--- src/dac_pwr_pkg.sv ---
/*
  Constants for the converter power-up sequencer: register offsets,
  field positions, reset values and wake-up timing.
  Assumes a 40 MHz core clock.
*/
package dac_pwr_pkg;
  // ==========================================================
  // Register map
  localparam logic [9:0] REG_DAC_POWER_DOWN_CTRL    = 10'h011;
  localparam logic [9:0] REG_SYNC_OUTPUT_SWING_CTRL = 10'h2A5;
  localparam int         ADDR_W                     = 10;
  localparam int         DATA_W                     = 8;
  // ==========================================================
  // Reset values and power-down codes
  localparam logic [7:0] PD_RESET_VAL    = 8'h7C;
  localparam logic [7:0] SWING_RESET_VAL = 8'h00;
  localparam logic [7:0] PD_CODE_PAIR_A  = 8'h60;
  localparam logic [7:0] PD_CODE_PAIR_B  = 8'h18;
  localparam logic [7:0] PD_CODE_ALL     = 8'h7C;
  localparam logic [7:0] PD_CODE_NONE    = 8'h00;
  localparam int         SWING_HIGH_BIT  = 0;
  // ==========================================================
  // Timing
  localparam int CLK_PERIOD_PS    = 25000;
  localparam int WAKE_TIME_US     = 60;
  localparam int WAKE_CYCLES      = (WAKE_TIME_US * 1000000) / CLK_PERIOD_PS;
  localparam int LANE_DIV         = 40;
  localparam int LANE_DIV_HALF    = LANE_DIV / 2;
  // Sequencer states
  typedef enum logic [1:0] {
    ST_IDLE  = 2'b00,
    ST_WAKE  = 2'b01
  } seq_state_e;
endpackage

--- src/lane_clk_div.sv ---
/*
  Divides the lane-rate clock by forty to form the processing clock.
  Assumes the lane clock input is a synchronous strobe per unit interval.
*/
`timescale 1ns/1ps
`default_nettype none
module lane_clk_div (
  // Clock and reset
  input  wire logic core_clk_in,
  input  wire logic reset_n_in,
  // Lane unit-interval strobe
  input  wire logic lane_ui_in,
  // Processing clock
  output var  logic processing_clock_out
);
  import dac_pwr_pkg::*;
  logic [5:0] ui_cnt_r;
  // ==========================================================
  // Count unit intervals; toggle every twenty for a 50% duty
  always_ff @(posedge core_clk_in or negedge reset_n_in) begin
    if (!reset_n_in) begin
      ui_cnt_r             <= 6'h00;
      processing_clock_out <= 1'b0;
    end else if (lane_ui_in) begin
      if (ui_cnt_r == 6'(LANE_DIV_HALF - 1)) begin
        ui_cnt_r             <= 6'h00;
        processing_clock_out <= ~processing_clock_out;
      end else begin
        ui_cnt_r <= ui_cnt_r + 6'h01;
      end
    end
  end
endmodule // lane_clk_div
`default_nettype wire

--- src/dac_path_powerup_sync_cfg.sv ---
/*
  Power-up sequencer, sync swing select and processing clock for the
  converter digital path. Registers written on a plain synchronous port.
  Assumes the host drives one-cycle write strobes synchronous to core_clk_in.

  What the block holds
    - Power-down control register. Each pair of converters has two
      power-down bits; either bit set keeps that pair off.
    - Sync output swing register. Only bit 0 is used; it picks the
      normal or the high differential swing of the link sync output.
    - A wake sequencer that counts a fixed interval after the
      power-down register is cleared, then reports ready only a pair whose
      old code was exactly its pair code or the all-off code.
    - A divider that turns the lane unit-interval strobe into the
      processing clock.

  Behaviour a user must know
    - A wake starts only when all-zero is written over a nonzero code.
      Rewriting zero while already zero does nothing at all.
    - Any nonzero code written during a wake aborts it. The pending
      flag drops at once and no pair is reported ready, so software
      never sees a pair come up that it has just turned off again.
    - A pair that is set off by a write loses its ready flag on the
      next edge, whether or not a wake is running.
    - The wake interval is a fixed count of core clocks; it assumes
      the core clock runs at its nominal rate. A slower clock only
      makes the interval longer, which errs on the safe side.
    - Read data is registered and stands until the next read strobe.
      Unmapped reads return zero; unmapped writes are dropped.

  What it assumes of its surroundings
    - All inputs are synchronous to core_clk_in.
    - The lane strobe is at most one pulse per core clock.
*/
`timescale 1ns/1ps
`default_nettype none
module dac_path_powerup_sync_cfg (
  // Clock and reset
  input  wire logic                            core_clk_in,
  input  wire logic                            reset_n_in,
  // Register port
  input  wire logic                            reg_wr_in,
  input  wire logic                            reg_rd_in,
  input  wire logic [dac_pwr_pkg::ADDR_W-1:0]  reg_addr_in,
  input  wire logic [dac_pwr_pkg::DATA_W-1:0]  reg_wdata_in,
  output var  logic [dac_pwr_pkg::DATA_W-1:0]  reg_rdata_out,
  // Lane timing
  input  wire logic                            lane_ui_in,
  output var  logic                            processing_clock_out,
  // Channel power and sync swing
  output var  logic                            pair_a_ready_out,
  output var  logic                            pair_b_ready_out,
  output var  logic                            powerup_pending_out,
  output var  logic                            sync_high_swing_out
);
  import dac_pwr_pkg::*;

  logic [7:0]  pd_ctrl_r;
  logic [7:0]  swing_ctrl_r;
  logic [21:0] wake_cnt_r;
  logic        wake_a_r;
  logic        wake_b_r;
  seq_state_e  state_r;
  logic        pd_wr;
  logic        swing_wr;
  logic        wake_req;
  logic        pd_cancel;
  logic        wake_done;
  logic        pair_a_off_req;
  logic        pair_b_off_req;

  // ==========================================================
  // Write decode
  assign pd_wr    = reg_wr_in && (reg_addr_in == REG_DAC_POWER_DOWN_CTRL);
  assign swing_wr = reg_wr_in && (reg_addr_in == REG_SYNC_OUTPUT_SWING_CTRL);

  // Wake request: all channels on, coming from a powered-down code
  assign wake_req  = pd_wr && (reg_wdata_in == PD_CODE_NONE) && (pd_ctrl_r != PD_CODE_NONE);
  // Any nonzero code aborts a running wake; rewriting zero is a no-op
  assign pd_cancel = pd_wr && (reg_wdata_in != PD_CODE_NONE);
  // Last counted cycle of the wake interval
  assign wake_done = (state_r == ST_WAKE) && (wake_cnt_r == 22'(WAKE_CYCLES - 1));
  // Either power-down bit of a pair takes that pair down
  assign pair_a_off_req = pd_wr && (reg_wdata_in[6] || reg_wdata_in[5]);
  assign pair_b_off_req = pd_wr && (reg_wdata_in[4] || reg_wdata_in[3]);

  // ==========================================================
  // Processing clock divider
  lane_clk_div u_div (
    .core_clk_in          (core_clk_in),
    .reset_n_in           (reset_n_in),
    .lane_ui_in           (lane_ui_in),
    .processing_clock_out (processing_clock_out)
  );

  // ==========================================================
  // Register storage
  always_ff @(posedge core_clk_in or negedge reset_n_in) begin
    if (!reset_n_in) begin
      pd_ctrl_r    <= PD_RESET_VAL;
      swing_ctrl_r <= SWING_RESET_VAL;
    end else begin
      if (pd_wr) begin
        pd_ctrl_r <= reg_wdata_in;
      end
      if (swing_wr) begin
        swing_ctrl_r <= reg_wdata_in;
      end
    end
  end

  // Read data; unmapped addresses read as zero
  always_ff @(posedge core_clk_in or negedge reset_n_in) begin
    if (!reset_n_in) begin
      reg_rdata_out <= 8'h00;
    end else if (reg_rd_in) begin
      unique case (reg_addr_in)
        REG_DAC_POWER_DOWN_CTRL:    reg_rdata_out <= pd_ctrl_r;
        REG_SYNC_OUTPUT_SWING_CTRL: reg_rdata_out <= swing_ctrl_r;
        default:                    reg_rdata_out <= 8'h00;
      endcase
    end
  end

  // ==========================================================
  // Sync output swing: bit clear is normal, set is high
  always_ff @(posedge core_clk_in or negedge reset_n_in) begin
    if (!reset_n_in) begin
      sync_high_swing_out <= 1'b0;
    end else begin
      sync_high_swing_out <= swing_ctrl_r[SWING_HIGH_BIT];
    end
  end

  // ==========================================================
  // Wake sequencer; a fresh request restarts the interval so the
  // pending flag always covers the newest request. A nonzero code
  // aborts the wake, so a pair turned back off never comes up.
  always_ff @(posedge core_clk_in or negedge reset_n_in) begin
    if (!reset_n_in) begin
      state_r    <= ST_IDLE;
      wake_cnt_r <= 22'h000000;
      wake_a_r   <= 1'b0;
      wake_b_r   <= 1'b0;
    end else if (wake_req) begin
      state_r    <= ST_WAKE;
      wake_cnt_r <= 22'h000000;
      // Only a pair whose old code was exactly its pair code or PD_CODE_ALL gets woken
      wake_a_r   <= (pd_ctrl_r == PD_CODE_PAIR_A) || (pd_ctrl_r == PD_CODE_ALL);
      wake_b_r   <= (pd_ctrl_r == PD_CODE_PAIR_B) || (pd_ctrl_r == PD_CODE_ALL);
    end else if (pd_cancel) begin
      // Abort: nothing of the old request may survive
      state_r    <= ST_IDLE;
      wake_cnt_r <= 22'h000000;
      wake_a_r   <= 1'b0;
      wake_b_r   <= 1'b0;
    end else begin
      unique case (state_r)
        ST_IDLE: begin
          wake_cnt_r <= 22'h000000;
        end
        ST_WAKE: begin
          if (wake_done) begin
            state_r <= ST_IDLE;
          end else begin
            wake_cnt_r <= wake_cnt_r + 22'h000001;
          end
        end
        default: state_r <= ST_IDLE;
      endcase
    end
  end

  // ==========================================================
  // Pair A ready: drops on a power-down write, rises only when
  // its own wake interval ends without being aborted
  always_ff @(posedge core_clk_in or negedge reset_n_in) begin
    if (!reset_n_in) begin
      pair_a_ready_out <= 1'b0;
    end else if (pair_a_off_req) begin
      pair_a_ready_out <= 1'b0;
    end else if (wake_done && wake_a_r && !pd_cancel) begin
      pair_a_ready_out <= 1'b1;
    end
  end

  // Pair B ready: same scheme as pair A
  always_ff @(posedge core_clk_in or negedge reset_n_in) begin
    if (!reset_n_in) begin
      pair_b_ready_out <= 1'b0;
    end else if (pair_b_off_req) begin
      pair_b_ready_out <= 1'b0;
    end else if (wake_done && wake_b_r && !pd_cancel) begin
      pair_b_ready_out <= 1'b1;
    end
  end

  // Pending flag; a zero rewrite leaves it alone so a running
  // interval is never cut short by a harmless write
  always_ff @(posedge core_clk_in or negedge reset_n_in) begin
    if (!reset_n_in) begin
      powerup_pending_out <= 1'b0;
    end else if (wake_req) begin
      powerup_pending_out <= 1'b1;
    end else if (pd_cancel || wake_done) begin
      powerup_pending_out <= 1'b0;
    end
  end
endmodule // dac_path_powerup_sync_cfg
`default_nettype wire

--- config.mk ---
export PLATFORM = sky130hd
export DESIGN_NAME = dac_path_powerup_sync_cfg
export DESIGN_NICKNAME = d
export VERILOG_FILES = /design/src/dac_pwr_pkg.sv /design/src/lane_clk_div.sv /design/src/dac_path_powerup_sync_cfg.sv
export SDC_FILE = /design/constraint.sdc
export NUM_CORES = 1
export LEC_CHECK = 0
export BUFFER_PORTS_ARGS = -buffer_cell sky130_fd_sc_hd__buf_2
export CORE_AREA = 2 2 77 79
export CTS_CLUSTER_DIAMETER = 150
export DETAILED_ROUTE_END_ITERATION = 8
export DIE_AREA = 0 0 79 81
export HOLD_SLACK_MARGIN = 0.1
export PLACE_DENSITY = 0.83
export SLEW_MARGIN = 20
export SYNTH_ARGS = -nofsm -noshare
export SYNTH_HDL_FRONTEND = slang
export SYNTH_SLANG_ARGS = --single-unit
--- constraint.sdc ---
create_clock -name core_clk_in -period 1.7 [get_ports core_clk_in]
set_input_delay 0.17 -clock core_clk_in [delete_from_list [all_inputs] [get_ports core_clk_in]]
set_output_delay 0.17 -clock core_clk_in [all_outputs]
set_load 0.02 [all_outputs]
# ---- Word level (Yosys, flattened, before mapping)
# Index checks and enable logic that the tools add are counted.
dict set report totals {
  reg_bits 61
  memories 0
  out_inout_bits 13
  ram_bits 0
  input_bits 23
  latchBits 0
  mem_bits_ro 0
}
dict set report classes {
  n_mul 0
  n_mux 19
  order_cmp 0
  n_reduce_logical 30
  n_eq_ne 11
  shift 0
  n_addsub 2
  bitwise_logic 1
  div 0
}
# operator count
set op_table {}
lappend op_table {{$mux W22} 3}
lappend op_table {{$pmux W22 S2} 1}
lappend op_table {{$add A22 B1 Y22 const B} 1}
lappend op_table {{$eq A22 B12 Y1 const B} 1}
lappend op_table {{$eq A8 B7 Y1 const B} 2}
lappend op_table {{$pmux W8 S2} 1}
lappend op_table {{$reduce_bool A8 Y1} 2}
lappend op_table {{$logic_and A1 B1 Y1} 12}
lappend op_table {{$eq A10 B10 Y1 const B} 1}
lappend op_table {{$eq A10 B5 Y1 const B} 1}
lappend op_table {{$mux W1} 9}
lappend op_table {{$eq A8 B5 Y1 const B} 1}
lappend op_table {{$logic_not A8 Y1} 1}
lappend op_table {{$ne A4 B4 Y1 const B} 2}
lappend op_table {{$reduce_bool A2 Y1} 4}
lappend op_table {{$add A6 B1 Y6 const B} 1}
lappend op_table {{$eq A6 B5 Y1 const B} 1}
lappend op_table {{$mux W2} 3}
lappend op_table {{$mux W6} 1}
lappend op_table {{$reduce_and A2 Y1} 3}
lappend op_table {{$logic_or A1 B1 Y1} 5}
lappend op_table {{$pmux W2 S2} 1}
lappend op_table {{$reduce_bool A4 Y1} 1}
lappend op_table {{$ne A3 B3 Y1 const B} 1}
lappend op_table {{4 further kinds} 4}

# ---- Logic depth before layout (Yosys ltp)
dict set report logic_depth {
  word_depth 7
  mapped_depth 8
  ltp_nobuf 6
}

# ---- Modules after synthesis
# Synthesis repeated with hierarchy kept, for this count alone.
dict set report hier_totals {
  cells_unflattened 260
  hier_area_um2 2796.4
}
# mod cells_each area_per_inst_um2 seq_area_each_um2 n_inst
set by_module_without_submodules {}
lappend by_module_without_submodules {dac_path_powerup_sync_cfg 234 2476.1 1332.5 1}
lappend by_module_without_submodules {lane_clk_div 26 320.3 175.2 1}

# ---- Worst setup path after synthesis
# OpenSTA, ideal clock, no wires.
dict set report synth_timing {
  kind {reg2reg}
  startpoint {reg wake_cnt_r[14]}
  endpoint {reg wake_cnt_r[10]}
  stages_incl_launch_ff 8
  path_slack_ps -129
  setup_time_ps 119
  arrival_ps 1711
  path_cell_list {dfrtp_1 or4_1 nor4_1 and4_1 buf_2 nand3b_4 buf_8 nor2_1}
}
dict set report synth_via {
  elab_chain_len 4
}
# item line
set synth_rtl {}
lappend synth_rtl {{start, declared} dac_path_powerup_sync_cfg.sv:60} ;# logic [21:0] wake_cnt_r;
lappend synth_rtl {{start signal, assigned} dac_path_powerup_sync_cfg.sv:166} ;# wake_cnt_r <= wake_cnt_r + 22'h000001;
lappend synth_rtl {{$eq A22 B12 Y1} dac_path_powerup_sync_cfg.sv:82} ;# assign wake_done = (state_r == ST_WAKE) && (wake_cnt_r == 22'(WAKE_CYCLES - 1));
lappend synth_rtl {{$logic_and A1 B1 Y1} dac_path_powerup_sync_cfg.sv:82}
lappend synth_rtl {{$ne A4 B4 Y1 (no source line)} --}
lappend synth_rtl {{$reduce_and A2 Y1 (no source line)} --}
# Every way passes these cells.
# A chain may end at the register's enable or synchronous reset.

# ---- Worst setup path after layout
dict set report layout_timing {
  startpoint {reg wake_cnt_r[17]}
  endpoint {reg wake_cnt_r[15]}
}
# Same word-level chain as after synthesis.

==> metrics.yaml <==
status: "finished, violations left"
violations: "setup timing"
grt.total_usage: 0.250
wl_um: 7750
timing.fmax_ghz: 0.524
worstSetupPathType: "flop to flop"
globalplace.congestion: 0.811
num_vias: 2506
drive_gt1_frac: 0.363
rrSetupSlack_ns: -0.21
syn_area_per_cell_um2: 10.4
cpPeakStageDelay_ns: 0.55
synth_edf_count: 0
period_needed_ns: 1.91
irDropWorstVdd_uv: 1100
diodes: 0
worst-path-max-fanout: 7
ys_async_sr_fraction: 1.00
p_total_mw: 3.75
power_density_mw_per_mm2: 975
rows: 28
power_frac_clock: 0.469
clock_sinks: 60
finalSetupViolCount: 24
yosys_warnings: 0
post-place-ws_ns: -0.281
multi_input_area_mm2: 0.00139
grt_pass1_vias: 2540
rsz0062_at_grt: "true"
hp-class: "primary input to flop"
instances_no_fill: 436
area_growth_syn_to_layout_pct: 36.3
path_cells: "or4_4 > nor4_4 > and4_4 > nand3b_4 > clkbuf_16 > nor2_2"
ys_seq_area_frac: 0.534
finalHoldViolCount: 0
fp.dieArea_mm2: 0.00640
maxSlewViolCount: 0
fin_skew_ns: 0.0137
coreArea_mm2: 0.00568
drc: 0
cp-start-kind: "flop"
cts_root_buffer: "clkbuf_8"
min_path_cells: 3
min_to: "pd_ctrl_r[7]$_DFFE_PN0P_"
grt_pass1_wl_um: 12000
endpoint_kind: "flop"
dr.pass1.iters: 5
final_util: 0.678
p_switching_mw: 0.899
maxCapViolations: 0
pin_count: 36
grt_max_degree: 31
p_leak_nw: 1.73
wl_per_cell_um: 17.8
holdWs_ns: 0.0983
yosys_register_bits: 60
antenna_found_initial: 0
synth_fp_nets: 297
ant_nets: 0
syn_area_mm2: 0.00282
drtIter0Drc: 122
setup_slack_ns: -0.209
gr-total-overflow: 0
cts_tree: "done"
seqCellArea_mm2: 0.00151
place_inst: 406
relSlewSlack: 0.678
hold_start: "reg_wdata_in[7]"
post-dp-hpwl_um: 4520
fin_crit_sh: 1.12
start_util: 0.498
cts_htree_levels: 3
die_w_um: 79
clock_latency_ns: 0.35
ys_types: 42
fp.dieH_um: 81
sequentialPowerShare: 0.430
cts_buffers: 9
required_ns: 1.94
rr_worst_depth: 6
via_per_inst: 5.75
p_sw_frac: 0.240
reg2reg_from: "wake_cnt_r[17]$_DFFE_PN0P_"
slowest_stage: "or4_4"
clk_pin_slew_ns: 0.08
yosys_most_used_dff: "dfrtp_1"
cts_buffer_depth: 2
port_buffers: 35
synthCells: 272
combPwrFrac: 0.100
fill_cells: 375
p_int_mw: 2.86
worst_slew_pin_slew_ns: 0.483
reg2reg_to: "wake_cnt_r[15]$_DFFE_PN0P_"
final_nets: 381
critical_path_arrival_ns: 2.14
-- synth_stat cells (all sizes together) (3+ instances only) --
master	instances	area, um2
mux2	9	101
nand3	12	60.1
inv	4	15.0
dfstp	5	131
and3	5	31.3
nor4	6	73.8
nor2	39	149
dfrtp	55	1380
nand2	37	146
nor3	7	35.0
o211ai	3	22.5
nand4	8	50.1
a21oi	11	55.1
a22oi	8	60.1
o21ai	8	43.8
xor2	17	149
buf	4	28.8
xnor2	9	78.8
and4	3	26.3
-- cell families after synthesis --
logic type / count (synthesis) / synth area share
mux: 9 / 0.0359
simple gates: 130 / 0.244
compound gates: 35 / 0.0789
xor+xnor: 26 / 0.0806
fa+ha+maj: 2 / 0.00886
flops: 60 / 0.534
buf+inv: 10 / 0.0182
-- flip-flops by register name (all words and copies together) (netlist names) --
signal and count:
u_div.processing_clock_out 1, reg_rdata_out 8, pd_ctrl_r 8, swing_ctrl_r 8, powerup_pending_out 1, wake_cnt_r 22, wake_b_r 1, pair_a_ready_out 1
pair_b_ready_out 1, u_div.ui_cnt_r 6, sync_high_swing_out 1, state_r 1, wake_a_r 1
-- per-stage QoR --
| step | cell area, um2 | TNS (ns) |
|---|---|---|
| finish | 3850 | -4.13 |
| global route | 3850 | -6.22 |
| CTS | 3710 | -4.26 |
| detailed placement | 3300 | -6.73 |
| global placement | 3300 | -4.81 |
| floorplan | 2840 | -1.61 |
-- power by group through the flow --
stage	Combinational (mW)	Clock, mW	Sequential, mW
2_1_floorplan	0.160	0	1.63
3_3_place_gp	0.296	0	1.62
3_5_place_dp	0.325	0	1.63
4_1_cts	0.343	1.75	1.61
5_1_grt	0.413	1.84	1.62
6_report	0.377	1.76	1.62
-- worst max-delay path, delay by kind of cell, from the launching register on --
family / cells / cell delay (ns)
flip-flops: 1 / 0.38
buffers and inverters: 1 / 0.18
AND/OR/NAND/NOR: 5 / 1.22
-- timing repair --
action | in CTS | in global routing
gates cloned | 0 | 1
pin swaps | 12 | 8
endpoints found under the setup margin | 24 | 29
endpoints found under the hold margin | 32 | 0
hold buffers | 8 | 0
setup buffers | 4 | 1
resized for setup | 8 | 28
-- cells in the final DEF, fill, tap and decap left out, drive strengths merged, types with 3 or more instances in the layout --
master,synthesis,layout
a21oi,11,11
o21ai,8,8
nor2,39,39
nand3,12,12
xnor2,9,9
nor3,7,7
bufinv,0,4
inv,4,4
a22oi,8,8
o211ai,3,3
clkbuf,2,11
xor2,17,17
dfstp,5,5
and3,5,5
mux2,9,9
dlygate4sd3,0,8
and4,3,3
buf,4,70
nor4,6,6
nand4,8,8
nand2,37,37
dfrtp,55,55
-- how the worst max path moves through the flow --
stage	from	end	slack, ns	cells past startpoint
final	wake_cnt_r[17]$_DFFE_PN0P_	wake_cnt_r[15]$_DFFE_PN0P_	-0.21	6
after global routing	wake_cnt_r[17]$_DFFE_PN0P_	wake_cnt_r[6]$_DFFE_PN0P_	-0.31	6
after CTS	wake_cnt_r[17]$_DFFE_PN0P_	wake_cnt_r[4]$_DFFE_PN0P_	-0.26	6
after detailed placement	reg_addr_in[8]	wake_cnt_r[3]$_DFFE_PN0P_	-0.28	6
after global placement	reg_addr_in[8]	wake_cnt_r[4]$_DFFE_PN0P_	-0.18	6
after floorplan	wake_cnt_r[14]$_DFFE_PN0P_	wake_cnt_r[7]$_DFFE_PN0P_	-0.11	7
-- cell type report --
cell class,instances,area share
clock buffer,10,0.0357
clock inverter,6,0.0351
inverter,4,0.00390
multi-input combinational,202,0.360
sequential,60,0.392
tap,75,0.0244
timing repair buffer,79,0.149
-- layer usage --
layer	vias up	GRT usage	part of all wire
met5	-	0	0
met4	0	0.122	0.030
met3	28	0.0544	0.048
met2	97	0.442	0.55
met1	1252	0.288	0.37
li1	1129	-	-
Power figures use the tool's default switching activity.
